<file path="src/nccs_pkg.sv">
// Shared constants and types for the NAND cache-program and erase controller.
package nccs_pkg;
    // Clock and pin timing.
    localparam int CLK_PERIOD_NS = 20;
    localparam int STROBE_NS     = 40;
    localparam int STROBE_CYC    = (STROBE_NS + CLK_PERIOD_NS - 1) / CLK_PERIOD_NS;
    localparam int WB_NS         = 100;
    localparam int WB_CYC        = (WB_NS + CLK_PERIOD_NS - 1) / CLK_PERIOD_NS;

    // Page geometry.
    localparam int          PAGE_BYTES = 2112;
    localparam logic [11:0] PAGE_LAST  = 12'(PAGE_BYTES);

    // Register offsets of the controller.
    localparam logic [7:0] OFS_CTRL  = 8'h00;
    localparam logic [7:0] OFS_ADDR  = 8'h04;
    localparam logic [7:0] OFS_LEN   = 8'h08;
    localparam logic [7:0] OFS_WDATA = 8'h0C;
    localparam logic [7:0] OFS_STAT  = 8'h10;

    // Control register fields.
    localparam int CTRL_OP_LSB  = 0;
    localparam int CTRL_WEN_BIT = 8;
    localparam int CTRL_CLR_BIT = 9;
    localparam logic CTRL_WEN_RST = 1'b0;

    // Status register fields.
    localparam int STAT_BUSY_BIT  = 0;
    localparam int STAT_DREQ_BIT  = 1;
    localparam int STAT_RB_BIT    = 2;
    localparam int STAT_BERR_BIT  = 3;
    localparam int STAT_POLL_BIT  = 4;
    localparam int STAT_CACHE_BIT = 5;
    localparam int STAT_OPST_LSB  = 8;

    // Device status byte bits.
    localparam int ST_ARRAY_IDL = 5;

    // Block field inside the 32-bit address register (row bits 15:6).
    localparam int BLK_LSB = 22;

    // Device commands.
    localparam logic [7:0] CMD_SERIAL_IN = 8'h80;
    localparam logic [7:0] CMD_CACHE_WR  = 8'h15;
    localparam logic [7:0] CMD_PROG_CONF = 8'h10;
    localparam logic [7:0] CMD_ERASE_SET = 8'h60;
    localparam logic [7:0] CMD_ERASE_CNF = 8'hD0;
    localparam logic [7:0] CMD_STATUS    = 8'h70;
    localparam logic [7:0] CMD_READ      = 8'h00;

    typedef enum logic [2:0] {
        OP_NONE   = 3'h0,
        OP_CACHE  = 3'h1,
        OP_PAGE   = 3'h2,
        OP_ERASE  = 3'h3,
        OP_STATUS = 3'h4,
        OP_RDMODE = 3'h5
    } nccs_op_t;

    typedef enum logic [1:0] {
        CYC_CMD  = 2'h0,
        CYC_ADDR = 2'h1,
        CYC_WR   = 2'h2,
        CYC_RD   = 2'h3
    } nccs_cyc_t;
endpackage
</file>
<file path="src/nccs_cyc_if.sv">
// Bus-cycle request channel between sequencer and pin engine.
interface nccs_cyc_if;
    logic                 req;
    nccs_pkg::nccs_cyc_t  kind;
    logic [7:0]           wbyte;
    logic                 ce_en;
    logic                 done;
    logic [7:0]           rbyte;
    modport seq (output req, kind, wbyte, ce_en, input done, rbyte);
    modport eng (input req, kind, wbyte, ce_en, output done, rbyte);
endinterface

</file>
<file path="src/nccs_bus_cycle.sv">
// Pin engine that runs one strobed command, address or data cycle.
module nccs_bus_cycle (
    // Clock and reset
    input  wire logic       sys_clk_i,
    input  wire logic       srst_i,
    // Request channel
    nccs_cyc_if.eng         cyc,
    // Device pins
    output logic            cle_o,
    output logic            ale_o,
    output logic            ce_n_o,
    output logic            we_n_o,
    output logic            re_n_o,
    output logic [7:0]      dq_o,
    output logic            dq_oe_o,
    input  wire logic [7:0] dq_i
);
    import nccs_pkg::*;

    typedef enum logic [2:0] {
        E_IDLE  = 3'b000,
        E_SETUP = 3'b001,
        E_LOW   = 3'b011,
        E_HOLD  = 3'b010,
        E_HIGH  = 3'b110
    } nccs_eng_t;

    nccs_eng_t  st_reg, st_next;
    logic [2:0] div_reg, div_next;
    logic       cle_next, ale_next, we_next, re_next, oe_next, done_next;
    logic [7:0] dq_next, rb_next;
    logic       rd_reg, rd_next;
    logic [7:0] s1_reg, s2_reg, s3_reg, rbyte_reg;
    logic       tick;

    // One divider period per strobe phase meets the least pulse width.
    assign tick = (div_reg == 3'(STROBE_CYC - 1));

    always_comb begin
        st_next   = st_reg;
        div_next  = tick ? 3'h0 : div_reg + 3'h1;
        cle_next  = cle_o;
        ale_next  = ale_o;
        we_next   = we_n_o;
        re_next   = re_n_o;
        oe_next   = dq_oe_o;
        dq_next   = dq_o;
        rd_next   = rd_reg;
        done_next = 1'b0;
        rb_next   = rbyte_reg;
        unique case (st_reg)
            E_IDLE: begin
                if (cyc.req) begin
                    cle_next = (cyc.kind == CYC_CMD);
                    ale_next = (cyc.kind == CYC_ADDR);
                    rd_next  = (cyc.kind == CYC_RD);
                    oe_next  = (cyc.kind != CYC_RD);
                    dq_next  = cyc.wbyte;
                    div_next = 3'h0;
                    st_next  = E_SETUP;
                end
            end
            E_SETUP: begin
                if (tick) begin
                    we_next = rd_reg;
                    re_next = !rd_reg;
                    st_next = E_LOW;
                end
            end
            E_LOW: begin
                if (tick) begin
                    st_next = rd_reg ? E_HOLD : E_HIGH;
                    we_next = 1'b1;
                end
            end
            E_HOLD: begin
                // Data pins pass three flops, so reads hold the strobe low longer.
                if (tick) begin
                    rb_next = (s2_reg == s3_reg) ? s3_reg : rbyte_reg;
                    re_next = 1'b1;
                    st_next = E_HIGH;
                end
            end
            E_HIGH: begin
                if (tick) begin
                    cle_next  = 1'b0;
                    ale_next  = 1'b0;
                    oe_next   = 1'b0;
                    done_next = 1'b1;
                    st_next   = E_IDLE;
                end
            end
            default: st_next = E_IDLE;
        endcase
    end

    always_ff @(posedge sys_clk_i) begin
        if (srst_i) begin
            st_reg    <= E_IDLE;
            div_reg   <= 3'h0;
            cle_o     <= 1'b0;
            ale_o     <= 1'b0;
            ce_n_o    <= 1'b1;
            we_n_o    <= 1'b1;
            re_n_o    <= 1'b1;
            dq_o      <= 8'h00;
            dq_oe_o   <= 1'b0;
            rd_reg    <= 1'b0;
            cyc.done  <= 1'b0;
            rbyte_reg <= 8'h00;
            s1_reg    <= 8'h00;
            s2_reg    <= 8'h00;
            s3_reg    <= 8'h00;
        end else begin
            st_reg    <= st_next;
            div_reg   <= div_next;
            cle_o     <= cle_next;
            ale_o     <= ale_next;
            ce_n_o    <= !cyc.ce_en;
            we_n_o    <= we_next;
            re_n_o    <= re_next;
            dq_o      <= dq_next;
            dq_oe_o   <= oe_next;
            rd_reg    <= rd_next;
            cyc.done  <= done_next;
            rbyte_reg <= rb_next;
            s1_reg    <= dq_i;
            s2_reg    <= s1_reg;
            s3_reg    <= s2_reg;
        end
    end

    assign cyc.rbyte = rbyte_reg;
endmodule

</file>
<file path="src/nccs_ctrl.sv">
// Host controller sequencing NAND cache program, page program, erase and status reads.
// Overview of operation
// The device holds cache and data registers of 2112 bytes or 1056 words.
// All pages of one cache programming sequence stay inside one block; the code checks only the 15h pages, not the closing 10h page.
// Program starts with 80h, four address cycles, then page data.
// Command 15h makes the device busy briefly, then ready for another sequence.
// Later 15h sequences stay busy until current cell programming finishes.
// Read status 70h is accepted during cache programming and reports results.
// Status bit 6 is one when the cache register accepts new data.
// Status bit 5 is one when cell programming is idle.
// Status bit 1 gives page N-1 pass or fail once bit 6 is one.
// Status bit 0 gives page N pass or fail once bit 5 is one.
// Ready/busy-only hosts end with 10h; after 15h poll bit 5 first.
// Erase starts with 60h and two block address cycles.
// Erase begins only after confirm D0h follows the block address.
// During erase only read status and reset are accepted.
// Erase completion shows on ready/busy and bit 6; bit 0 gives result.
// Status byte appears at the later falling edge of chip select or read strobe.
// In status mode the status byte updates without toggling strobes.
// Status mode lasts until another command; issue 00h before reading data.
// Status bit 7 is zero when write protected; bits 2 to 4 read zero.
// With write protect low, program and erase do not start.
// Confirm 10h starts non-cached programming of the loaded page.
module nccs_ctrl (
    // Clock and reset
    input  wire logic        sys_clk_i,
    input  wire logic        srst_i,
    // APB slave
    input  wire logic        psel_i,
    input  wire logic        penable_i,
    input  wire logic        pwrite_i,
    input  wire logic [7:0]  paddr_i,
    input  wire logic [31:0] pwdata_i,
    output logic [31:0]      prdata_o,
    output logic             pready_o,
    output logic             pslverr_o,
    // Flash pins
    output logic             cle_o,
    output logic             ale_o,
    output logic             ce_n_o,
    output logic             we_n_o,
    output logic             re_n_o,
    output logic             wp_n_o,
    output logic [7:0]       dq_o,
    output logic             dq_oe_o,
    input  wire logic [7:0]  dq_i,
    input  wire logic        ready_busy_pin_i
);
    import nccs_pkg::*;

    typedef enum logic [3:0] {
        S_IDLE   = 4'b0000,
        S_CMD1   = 4'b0001,
        S_ADDR   = 4'b0011,
        S_DATA   = 4'b0010,
        S_CMD2   = 4'b0110,
        S_WAITWB = 4'b0111,
        S_WAITRB = 4'b0101,
        S_STCMD  = 4'b0100,
        S_STRD   = 4'b1100,
        S_PLCMD  = 4'b1000,
        S_PLRD   = 4'b1001
    } nccs_state_t;

    nccs_cyc_if cyc ();

    nccs_state_t st_reg, st_next;
    nccs_op_t    op_reg, op_next, pend_reg, pend_next;
    logic        iss_reg, iss_next;
    logic [1:0]  aidx_reg, aidx_next;
    logic [11:0] cnt_reg, cnt_next, len_reg, len_next;
    logic [2:0]  wb_reg, wb_next;
    logic [7:0]  opst_reg, opst_next, wdat_reg, wdat_next;
    logic [31:0] addr_reg, addr_next;
    logic [9:0]  blk_reg, blk_next;
    logic        wvld_reg, wvld_next, cact_reg, cact_next;
    logic        poll_reg, poll_next, berr_reg, berr_next, wen_reg, wen_next;
    logic        req_reg, req_next;
    nccs_cyc_t   kind_reg, kind_next;
    logic [7:0]  byte_reg, byte_next;
    logic        rb1_reg, rb2_reg, rb3_reg, rbl_reg;
    logic [31:0] rdat_next;
    logic        rdy_next, err_next, wr_ok, hit;

    assign wr_ok = psel_i && penable_i && pready_o && pwrite_i;
    assign hit   = (paddr_i <= OFS_STAT) && (paddr_i[1:0] == 2'h0);

    // One wait state lets every APB output leave a flop.
    always_comb begin
        rdy_next  = psel_i && penable_i && !pready_o;
        err_next  = rdy_next && !hit;
        rdat_next = 32'h0000_0000;
        if (rdy_next && !pwrite_i) begin
            unique case (paddr_i)
                OFS_CTRL:  rdat_next[CTRL_WEN_BIT] = wen_reg;
                OFS_ADDR:  rdat_next = addr_reg;
                OFS_LEN:   rdat_next[11:0] = len_reg;
                OFS_WDATA: rdat_next[7:0] = wdat_reg;
                OFS_STAT: begin
                    rdat_next[STAT_BUSY_BIT]  = (st_reg != S_IDLE) || (pend_reg != OP_NONE);
                    rdat_next[STAT_DREQ_BIT]  = (st_reg == S_DATA) && !wvld_reg;
                    rdat_next[STAT_RB_BIT]    = rbl_reg;
                    rdat_next[STAT_BERR_BIT]  = berr_reg;
                    rdat_next[STAT_POLL_BIT]  = poll_reg;
                    rdat_next[STAT_CACHE_BIT] = cact_reg;
                    rdat_next[STAT_OPST_LSB +: 8] = opst_reg & 8'hE3;
                end
                default: rdat_next = 32'h0000_0000;
            endcase
        end
    end

    always_comb begin
        st_next   = st_reg;
        op_next   = op_reg;
        pend_next = pend_reg;
        iss_next  = iss_reg;
        aidx_next = aidx_reg;
        cnt_next  = cnt_reg;
        len_next  = len_reg;
        wb_next   = wb_reg;
        opst_next = opst_reg;
        wdat_next = wdat_reg;
        addr_next = addr_reg;
        blk_next  = blk_reg;
        wvld_next = wvld_reg;
        cact_next = cact_reg;
        poll_next = poll_reg;
        berr_next = berr_reg;
        wen_next  = wen_reg;
        req_next  = 1'b0;
        kind_next = kind_reg;
        byte_next = byte_reg;
        // A new block error below beats a clear.
        if (wr_ok && st_reg == S_IDLE && pend_reg == OP_NONE) begin
            addr_next = (paddr_i == OFS_ADDR) ? pwdata_i : addr_reg;
            if (paddr_i == OFS_LEN) begin
                len_next = (pwdata_i[11:0] > PAGE_LAST) ? PAGE_LAST : pwdata_i[11:0];
            end
        end
        if (wr_ok && paddr_i == OFS_CTRL) begin
            wen_next = pwdata_i[CTRL_WEN_BIT];
            berr_next = berr_reg && !pwdata_i[CTRL_CLR_BIT];
            if (st_reg == S_IDLE && pend_reg == OP_NONE) begin
                pend_next = nccs_op_t'(pwdata_i[CTRL_OP_LSB +: 3]);
            end
        end
        if (wr_ok && paddr_i == OFS_WDATA) begin
            wdat_next = pwdata_i[7:0];
            wvld_next = 1'b1;
        end
        unique case (st_reg)
            S_IDLE: begin
                if (pend_reg != OP_NONE) begin
                    pend_next = OP_NONE;
                    op_next   = pend_reg;
                    if (pend_reg == OP_CACHE && cact_reg && addr_reg[31:BLK_LSB] != blk_reg) begin
                        berr_next = 1'b1;
                    end else if (poll_reg && pend_reg != OP_CACHE && pend_reg != OP_STATUS) begin
                        st_next = S_PLCMD;
                    end else begin
                        st_next = S_CMD1;
                    end
                end
            end
            S_PLCMD, S_STCMD: begin
                req_next  = !iss_reg;
                iss_next  = 1'b1;
                kind_next = CYC_CMD;
                byte_next = CMD_STATUS;
                if (cyc.done) begin
                    iss_next = 1'b0;
                    st_next  = (st_reg == S_PLCMD) ? S_PLRD : S_STRD;
                end
            end
            S_PLRD, S_STRD: begin
                // Status mode persists, so each read sees fresh status.
                req_next  = !iss_reg;
                iss_next  = 1'b1;
                kind_next = CYC_RD;
                if (cyc.done) begin
                    iss_next  = 1'b0;
                    opst_next = cyc.rbyte;
                    if (st_reg == S_STRD) begin
                        st_next = S_IDLE;
                    end else if (cyc.rbyte[ST_ARRAY_IDL]) begin
                        poll_next = 1'b0;
                        st_next   = S_CMD1;
                    end
                end
            end
            S_CMD1: begin
                req_next  = !iss_reg;
                iss_next  = 1'b1;
                kind_next = CYC_CMD;
                unique case (op_reg)
                    OP_ERASE:  byte_next = CMD_ERASE_SET;
                    OP_STATUS: byte_next = CMD_STATUS;
                    OP_RDMODE: byte_next = CMD_READ;
                    default:   byte_next = CMD_SERIAL_IN;
                endcase
                if (cyc.done) begin
                    iss_next  = 1'b0;
                    aidx_next = (op_reg == OP_ERASE) ? 2'h2 : 2'h0;
                    unique case (op_reg)
                        OP_STATUS: st_next = S_STRD;
                        OP_RDMODE: st_next = S_IDLE;
                        default:   st_next = S_ADDR;
                    endcase
                end
            end
            S_ADDR: begin
                req_next  = !iss_reg;
                iss_next  = 1'b1;
                kind_next = CYC_ADDR;
                byte_next = addr_reg[8 * aidx_reg +: 8];
                if (cyc.done) begin
                    iss_next  = 1'b0;
                    aidx_next = aidx_reg + 2'h1;
                    cnt_next  = 12'h000;
                    if (aidx_reg == 2'h3) begin
                        st_next = (op_reg == OP_ERASE || len_reg == 12'h000) ? S_CMD2 : S_DATA;
                    end
                end
            end
            S_DATA: begin
                kind_next = CYC_WR;
                byte_next = wdat_reg;
                if (!iss_reg && wvld_reg) begin
                    req_next  = 1'b1;
                    iss_next  = 1'b1;
                    wvld_next = 1'b0;
                end
                if (cyc.done) begin
                    iss_next = 1'b0;
                    cnt_next = cnt_reg + 12'h001;
                    if (cnt_reg + 12'h001 == len_reg) begin
                        st_next = S_CMD2;
                    end
                end
            end
            S_CMD2: begin
                req_next  = !iss_reg;
                iss_next  = 1'b1;
                kind_next = CYC_CMD;
                unique case (op_reg)
                    OP_CACHE: byte_next = CMD_CACHE_WR;
                    OP_ERASE: byte_next = CMD_ERASE_CNF;
                    default:  byte_next = CMD_PROG_CONF;
                endcase
                if (cyc.done) begin
                    iss_next  = 1'b0;
                    wb_next   = 3'h0;
                    st_next   = S_WAITWB;
                    cact_next = (op_reg == OP_CACHE);
                    poll_next = (op_reg == OP_CACHE);
                    blk_next  = addr_reg[31:BLK_LSB];
                end
            end
            S_WAITWB: begin
                wb_next = wb_reg + 3'h1;
                if (wb_reg == 3'(WB_CYC - 1)) begin
                    st_next = S_WAITRB;
                end
            end
            S_WAITRB: begin
                // Nothing is issued until ready returns; then the status command follows.
                if (rbl_reg) begin
                    st_next = S_STCMD;
                end
            end
            default: st_next = S_IDLE;
        endcase
    end

    assign cyc.req   = req_reg;
    assign cyc.kind  = kind_reg;
    assign cyc.wbyte = byte_reg;
    assign cyc.ce_en = (st_reg != S_IDLE);

    always_ff @(posedge sys_clk_i) begin
        if (srst_i) begin
            st_reg    <= S_IDLE;
            op_reg    <= OP_NONE;
            pend_reg  <= OP_NONE;
            iss_reg   <= 1'b0;
            aidx_reg  <= 2'h0;
            cnt_reg   <= 12'h000;
            len_reg   <= 12'h000;
            wb_reg    <= 3'h0;
            opst_reg  <= 8'h00;
            wdat_reg  <= 8'h00;
            addr_reg  <= 32'h0000_0000;
            blk_reg   <= 10'h000;
            wvld_reg  <= 1'b0;
            cact_reg  <= 1'b0;
            poll_reg  <= 1'b0;
            berr_reg  <= 1'b0;
            wen_reg   <= CTRL_WEN_RST;
            req_reg   <= 1'b0;
            kind_reg  <= CYC_CMD;
            byte_reg  <= 8'h00;
            rb1_reg   <= 1'b0;
            rb2_reg   <= 1'b0;
            rb3_reg   <= 1'b0;
            rbl_reg   <= 1'b0;
            wp_n_o    <= 1'b0;
            prdata_o  <= 32'h0000_0000;
            pready_o  <= 1'b0;
            pslverr_o <= 1'b0;
        end else begin
            st_reg    <= st_next;
            op_reg    <= op_next;
            pend_reg  <= pend_next;
            iss_reg   <= iss_next;
            aidx_reg  <= aidx_next;
            cnt_reg   <= cnt_next;
            len_reg   <= len_next;
            wb_reg    <= wb_next;
            opst_reg  <= opst_next;
            wdat_reg  <= wdat_next;
            addr_reg  <= addr_next;
            blk_reg   <= blk_next;
            wvld_reg  <= wvld_next;
            cact_reg  <= cact_next;
            poll_reg  <= poll_next;
            berr_reg  <= berr_next;
            wen_reg   <= wen_next;
            req_reg   <= req_next;
            kind_reg  <= kind_next;
            byte_reg  <= byte_next;
            rb1_reg   <= ready_busy_pin_i;
            rb2_reg   <= rb1_reg;
            rb3_reg   <= rb2_reg;
            rbl_reg   <= (rb2_reg == rb3_reg) ? rb3_reg : rbl_reg;
            wp_n_o    <= wen_reg;
            prdata_o  <= rdat_next;
            pready_o  <= rdy_next;
            pslverr_o <= err_next;
        end
    end

    nccs_bus_cycle u_cycle (
        .sys_clk_i (sys_clk_i),
        .srst_i    (srst_i),
        .cyc       (cyc),
        .cle_o     (cle_o),
        .ale_o     (ale_o),
        .ce_n_o    (ce_n_o),
        .we_n_o    (we_n_o),
        .re_n_o    (re_n_o),
        .dq_o      (dq_o),
        .dq_oe_o   (dq_oe_o),
        .dq_i      (dq_i)
    );
endmodule

</file>
<file path="config.mk">
export PLATFORM = sky130hd
export DESIGN_NAME = nccs_ctrl
export DESIGN_NICKNAME = d
export VERILOG_FILES = /design/src/nccs_pkg.sv /design/src/nccs_cyc_if.sv /design/src/nccs_bus_cycle.sv /design/src/nccs_ctrl.sv
export SDC_FILE = /design/constraint.sdc
export NUM_CORES = 1
export LEC_CHECK = 0
export BUFFER_PORTS_ARGS = -buffer_cell sky130_fd_sc_hd__clkbuf_2
export CORE_MARGIN = 1
export CORE_UTILIZATION = 40
export DETAILED_ROUTE_END_ITERATION = 10
export PLACE_DENSITY_LB_ADDON = 0.05
export SLEW_MARGIN = 20
export SYNTH_ARGS = -nofsm -noshare
export SYNTH_HDL_FRONTEND = slang
export SYNTH_SLANG_ARGS = --single-unit
</file>
<file path="constraint.sdc">
create_clock -name sys_clk_i -period 2.2 [get_ports sys_clk_i]
set_input_delay 0.11 -clock sys_clk_i [delete_from_list [all_inputs] [get_ports sys_clk_i]]
set_output_delay 0.11 -clock sys_clk_i [all_outputs]
set_load 0.005 [all_outputs]
</file>
; ---- After elaboration in Yosys (flattened, before gate mapping)
; Index checks and enable logic that the tools add are counted.
[op_classes]
addsub = 4
n_mul = 0
div_mod_pow = 0
n_lt_le_gt_ge = 2
eq_ne = 56
n_shift = 1
muxes = 83
n_bitwise = 3
n_reduce_logical = 72
[op_table]
columns = operator, n
row1 = 2-to-1 mux 4 bit, 15
row2 = 2-to-1 mux 3 bit, 16
row3 = one-hot mux 8 bit (5 select lines), 1
row4 = 2-to-1 mux 12 bit, 3
row5 = one-hot mux 4 bit (9 select lines), 1
row6 = indexed part select 32 x 6 -> 8 bit, 1
row7 = "inequality test 2 x 1 -> 1 bit, second input constant", 12
row8 = one-hot mux 12 bit (2 select lines), 1
row9 = one-hot mux 6 bit (4 select lines), 1
row10 = one-hot mux 8 bit (3 select lines), 1
row11 = 2-to-1 mux 1 bit, 23
row12 = logical AND 1 bit, 19
row13 = AND reduction 3 bit, 6
row14 = "equality test 4 x 3 -> 1 bit, second input constant", 4
row15 = "equality test 8 x 4 -> 1 bit, second input constant", 2
row16 = "inequality test 2 bit, second input constant", 8
row17 = one-hot mux 1 bit (2 select lines), 8
row18 = one-hot mux 4 bit (2 select lines), 2
row19 = one-hot mux 8 bit (2 select lines), 1
row20 = AND reduction 2 bit, 8
row21 = nonzero test 2 bit, 8
row22 = one-hot mux 3 bit (5 select lines), 1
row23 = AND reduction 13 bit, 1
row24 = "adder 12 x 1 -> 12 bit, second input constant", 1
row25 = other kinds (44), 77
[word_totals]
ff_bits = 207
latchBits = 0
mem_bits_rw = 0
romBits = 0
wordCells = 265
n_memories = 0

; ---- Longest topological paths before layout
[logic_depth]
word_depth = 8
depth_mapped = 9
depth_no_buf = 8

; ---- By module
; Synthesis repeated with hierarchy kept, for this count alone.
[hier_totals]
hier_cells = 1011
hier_area_um2 = 8826.0
[by_module_without_submodules]
columns = mod, instances, cells_per_inst, area_per_inst_um2, seq_area_each_um2
row1 = nccs_ctrl, 1, 804, 6829.0, 3002.9
row2 = nccs_bus_cycle, 1, 207, 1996.9, 1081.0

; ---- Least setup slack after synthesis
; OpenSTA, ideal clock, no wires.
[synth_timing]
kind = register to register
startpoint = register wb_reg[0]
endpoint = register st_reg[0]
setup_ns = 0.130
t_arrival_ns = 1.876
required_ns = 2.070
path_slack_ns = 0.193
path_stages_with_launch = 9
n_path_buf = 0
synth_period_minus_slack_ns = 2.007
path_cell_list = dfxtp_1 inv_1 ha_1 and3_1 a2111oi_0 a2111oi_4 and4_1 o211ai_1 o31ai_1
[synth_between]
elab_chain_len = 3
[synth_rtl]
columns = element, line
row1 = from (decl), nccs_ctrl.sv:72  ; logic [2:0] wb_reg, wb_next;
row2 = from (signal assigned), nccs_ctrl.sv:319  ; wb_reg <= wb_next;
row3 = equality test 3 bit, nccs_ctrl.sv:262  ; if (wb_reg == 3'(WB_CYC - 1)) begin
row4 = inequality test 2 bit (no source line), n/a
row5 = AND reduction 13 bit (no source line), n/a
row6 = to (signal assigned), nccs_ctrl.sv:312  ; st_reg <= st_next;
row7 = to (decl), nccs_ctrl.sv:67  ; nccs_state_t st_reg, st_next;
; No other way between the ends.
; A chain may end at the register's enable or synchronous reset.

; ---- Final worst setup path
[layout_timing]
startpoint = register st_reg[3]
endpoint = register st_reg[0]
[layout_between]
elab_chain_len = 4
word_cells_on_any_way = 32
[layout_rtl]
columns = element, line
row1 = equality test 4 bit (tied with other cells), "nccs_ctrl.sv:152, nccs_ctrl.sv:184"
row2 = OR reduction 2 bit (tied with other cells), nccs_ctrl.sv:152  ; unique case (st_reg)
row3 = inequality test 3 x 2 -> 1 bit (no source line) (tied with other cells), n/a
row4 = AND reduction 13 bit (no source line) or one-hot mux 4 bit (9 select lines) (tied branches), n/a
; Several ways; a longest one is shown, not always the timed one. The select of a mux whose other input is x is not followed.

==> results.md <==
* Run status: finished clean
* CP Data Arrival Time at 2.46 ns
* Worst min-delay path category: in2reg
* Peak VDD IR at 446.4 µV
* Setup Viol. Count Final at 0
* Worst-margin pin slew at 0.6697 ns
* Worst skew pair latency at 0.51 ns
* # H-tree levels at 1
* Final Cycle Share at 0.9467
* RSZ-0062 raised after global routing: yes
* Min-delay src: paddr_i[2]
* Count leader, synth: dfxtp_1
* ANT cells at 0
* Tot GR Track Use at 0.2368
* Syn avg cell area at 8.570 µm²
* Worst R2R Start: st_reg[3]$_SDFFE_PP0P_
* Critical Path Sink Type: flip-flop
* Highest Signal Layer: met4
* IO Pins at 103
* Vias in the first global route at 7443
* Drt first pass iters at 5
* Crit-path leading delay family: simple AND/OR/NAND/NOR gates
* Synth cell types at 62
* GPL Wtd Cong at 0.8691
* Core ar. at 20960 µm²
* Post-route setup slack at 0.1173 ns
* Layout cells sized above 1 at 0.2168
* Yosys reg bits at 201
* Post-DP HPWL at 17940 µm
* Initial Utilization at 0.4069
* Crit path required time at 2.57 ns
* CP Launch Type: flip-flop
* Clk_skew at 0.01801 ns
* Cell Area, Synth at 8527 µm²
* Global-route wire length before repair at 40920 µm
* Horiz. Die Dim at 148.0 µm
* Area leader, netlist: dfxtp_1
* Metal1 wirelength at 11910 µm
* Routed length per placed instance at 17.26 µm
* Routed Antenna Nets at 0
* Worst path cell trace: nor4_4, nand4_1, a31oi_1, buf_4, a2111oi_4, and4_1, o211ai_1, o31ai_1
* Commonest cells post-synth: dfxtp_1, nand2_1, a21oi_1
* WP buf/inv at 1
* Clk slew on worst S/H paths at 0.06 ns
* P&R area growth vs syn at 28.98%
* Post-place setup slack at -0.04777 ns
* Row cnt at 53
* Layout Utilization at 0.5248
* Initial DRC count at 504
* Clk root buf: clkbuf_16
* Routed wl met2 at 11660 µm
* CTS Buf Count at 22
* Critical path startpoint: st_reg[3]$_SDFFE_PP0P_
* Final Net Count at 1244
* Port bufs at 102
* Routed wire length on met3 at 1076 µm
* CTS Sinks at 201
* Final hold vios at 0
* Static Leak at 4.298 nW
* Ys async rst share at 0
* Synth area leaders: dfxtp_1, nand2_1, a21oi_1
* Die Height at 148.0 µm
* Headroom to the max-slew limit at 0.5494
* FMAX at 0.4802 GHz
* CTS tree: done
* Ys flop type: dfxtp_1
* Synthesized Nets at 1054
* DRC violations left at 0
* Worst Path Max Fanout at 4
* Final Slew Violations at 0
* Die area at 21910 µm²
* Power density cells at 844.7 nW/µm²
* Routed WL at 25450 µm
* Largest net degree at the start of global routing at 115
* Via density per instance at 5.260
* Post-synth EDFFs at 0
* Inst Count DP at 1392
* Synth Instances at 995
* Sequential-to-total area share from yosys stat at 0.4719
* Detailed-route via count at 7753
* Post-route minimum period at 2.083 ns
* Grt total ovfl at 0
* Antenna violations before repair at 0
* CP max stage delay at 0.41 ns
* Fin cells at 1474
* Slowest CP cell: nor4_4
* Yosys warnings at 0
* Clock buffer depth at 3
* Critical path class: reg2reg
* Hold Slack at 0.04424 ns
* Max cap viols at 0
* Yosys top cell area share at 0.4719
## report_power, final
| part | total, W | internal (W) | switching, W |
|---|---|---|---|
| clock | 0.00362 | 0.00214 | 0.00148 |
| combinational | 0.00178 | 0.000786 | 0.000992 |
| sequential | 0.00389 | 0.00378 | 0.000110 |
| total | 0.00929 | 0.00671 | 0.00258 |
## layer usage
| metal | up-vias | track usage |
|---|---|---|
| met5 | - | 0 |
| met3 | 44 | 0.03179 |
| met4 | 0 | 0.08866 |
| met2 | 183 | 0.3742 |
| met1 | 3649 | 0.3278 |
| li1 | 3877 | - |
## kinds of logic (layout without fill, tap and decap cells)
| family | count (synthesis) | count (layout) | share of synthesized area |
|---|---|---|---|
| compound gates | 213 | 213 | 0.1522 |
| simple gates | 433 | 433 | 0.2474 |
| xor+xnor | 36 | 36 | 0.03874 |
| buf+inv | 81 | 285 | 0.03977 |
| flops | 201 | 201 | 0.4719 |
| mux | 26 | 26 | 0.04270 |
| fa+ha+maj | 5 | 5 | 0.007337 |
## cell usage in the layout, fill, tap and decap left out, types with 7 or more instances in the layout
cell type / instances
a21oi_1: 117
a221oi_1: 9
a222oi_1: 10
a22oi_1: 18
and3_1: 28
buf_4: 82
clkbuf_16: 22
clkbuf_2: 101
clkinv_2: 7
dfxtp_1: 196
dlygate4sd3_1: 44
inv_1: 14
mux2i_1: 15
mux4_2: 8
nand2_1: 159
nand3_1: 27
nand4_1: 8
nor2_1: 94
nor2b_1: 32
nor3_1: 20
nor4_1: 12
o21ai_0: 25
or3_1: 7
xnor2_1: 18
xor2_1: 17
## worst min-delay path: stages
cell and delay (ns):
clkbuf_2 0.19, nand3b_1 0.14, a21oi_1 0.06
## worst paths after layout
path	end	slack, ns	cells past startpoint
worst max-delay path	st_reg[0]$_SDFFE_PP0P_	0.12	8
worst min register to register	u_cycle.s2_reg[1]$_SDFF_PP0_	0.43	1
worst min-delay path	prdata_o[8]$_SDFF_PP0_	0.04	3
worst max register to register	st_reg[0]$_SDFFE_PP0P_	0.12	8
## area by class of cell
type | count | area (µm²)
inverters | 16 | 60.06
fillers | 2053 | 9957
clock buffers | 27 | 589.3
repair buffers | 231 | 1642
clock inverters | 11 | 118.9
flip-flops and latches | 201 | 4030
well taps | 275 | 344.1
multi-input cells | 713 | 4214
## through the flow
stage | area [µm²] | setup TNS [ns] | power [W]
3_5_place_dp | 9793 | -0.04777 | 0.005650
5_1_grt | 11000 | -0.007326 | 0.009695
3_3_place_gp | 9793 | -0.01472 | 0.005644
6_report | 11000 | 0 | 0.009290
2_1_floorplan | 8527 | 0 | 0.004936
4_1_cts | 10940 | 0 | 0.009341
## what timing repair did
action                                  4_1_cts  5_1_grt
hold endpoints to repair                     62        0
buffers inserted                              0        0
pin swaps                                     0        3
hold buffers                                 44        0
resized for setup                             1       15
endpoints found under the setup margin        1        4
No activity file was read; power rests on OpenSTA's default activity.
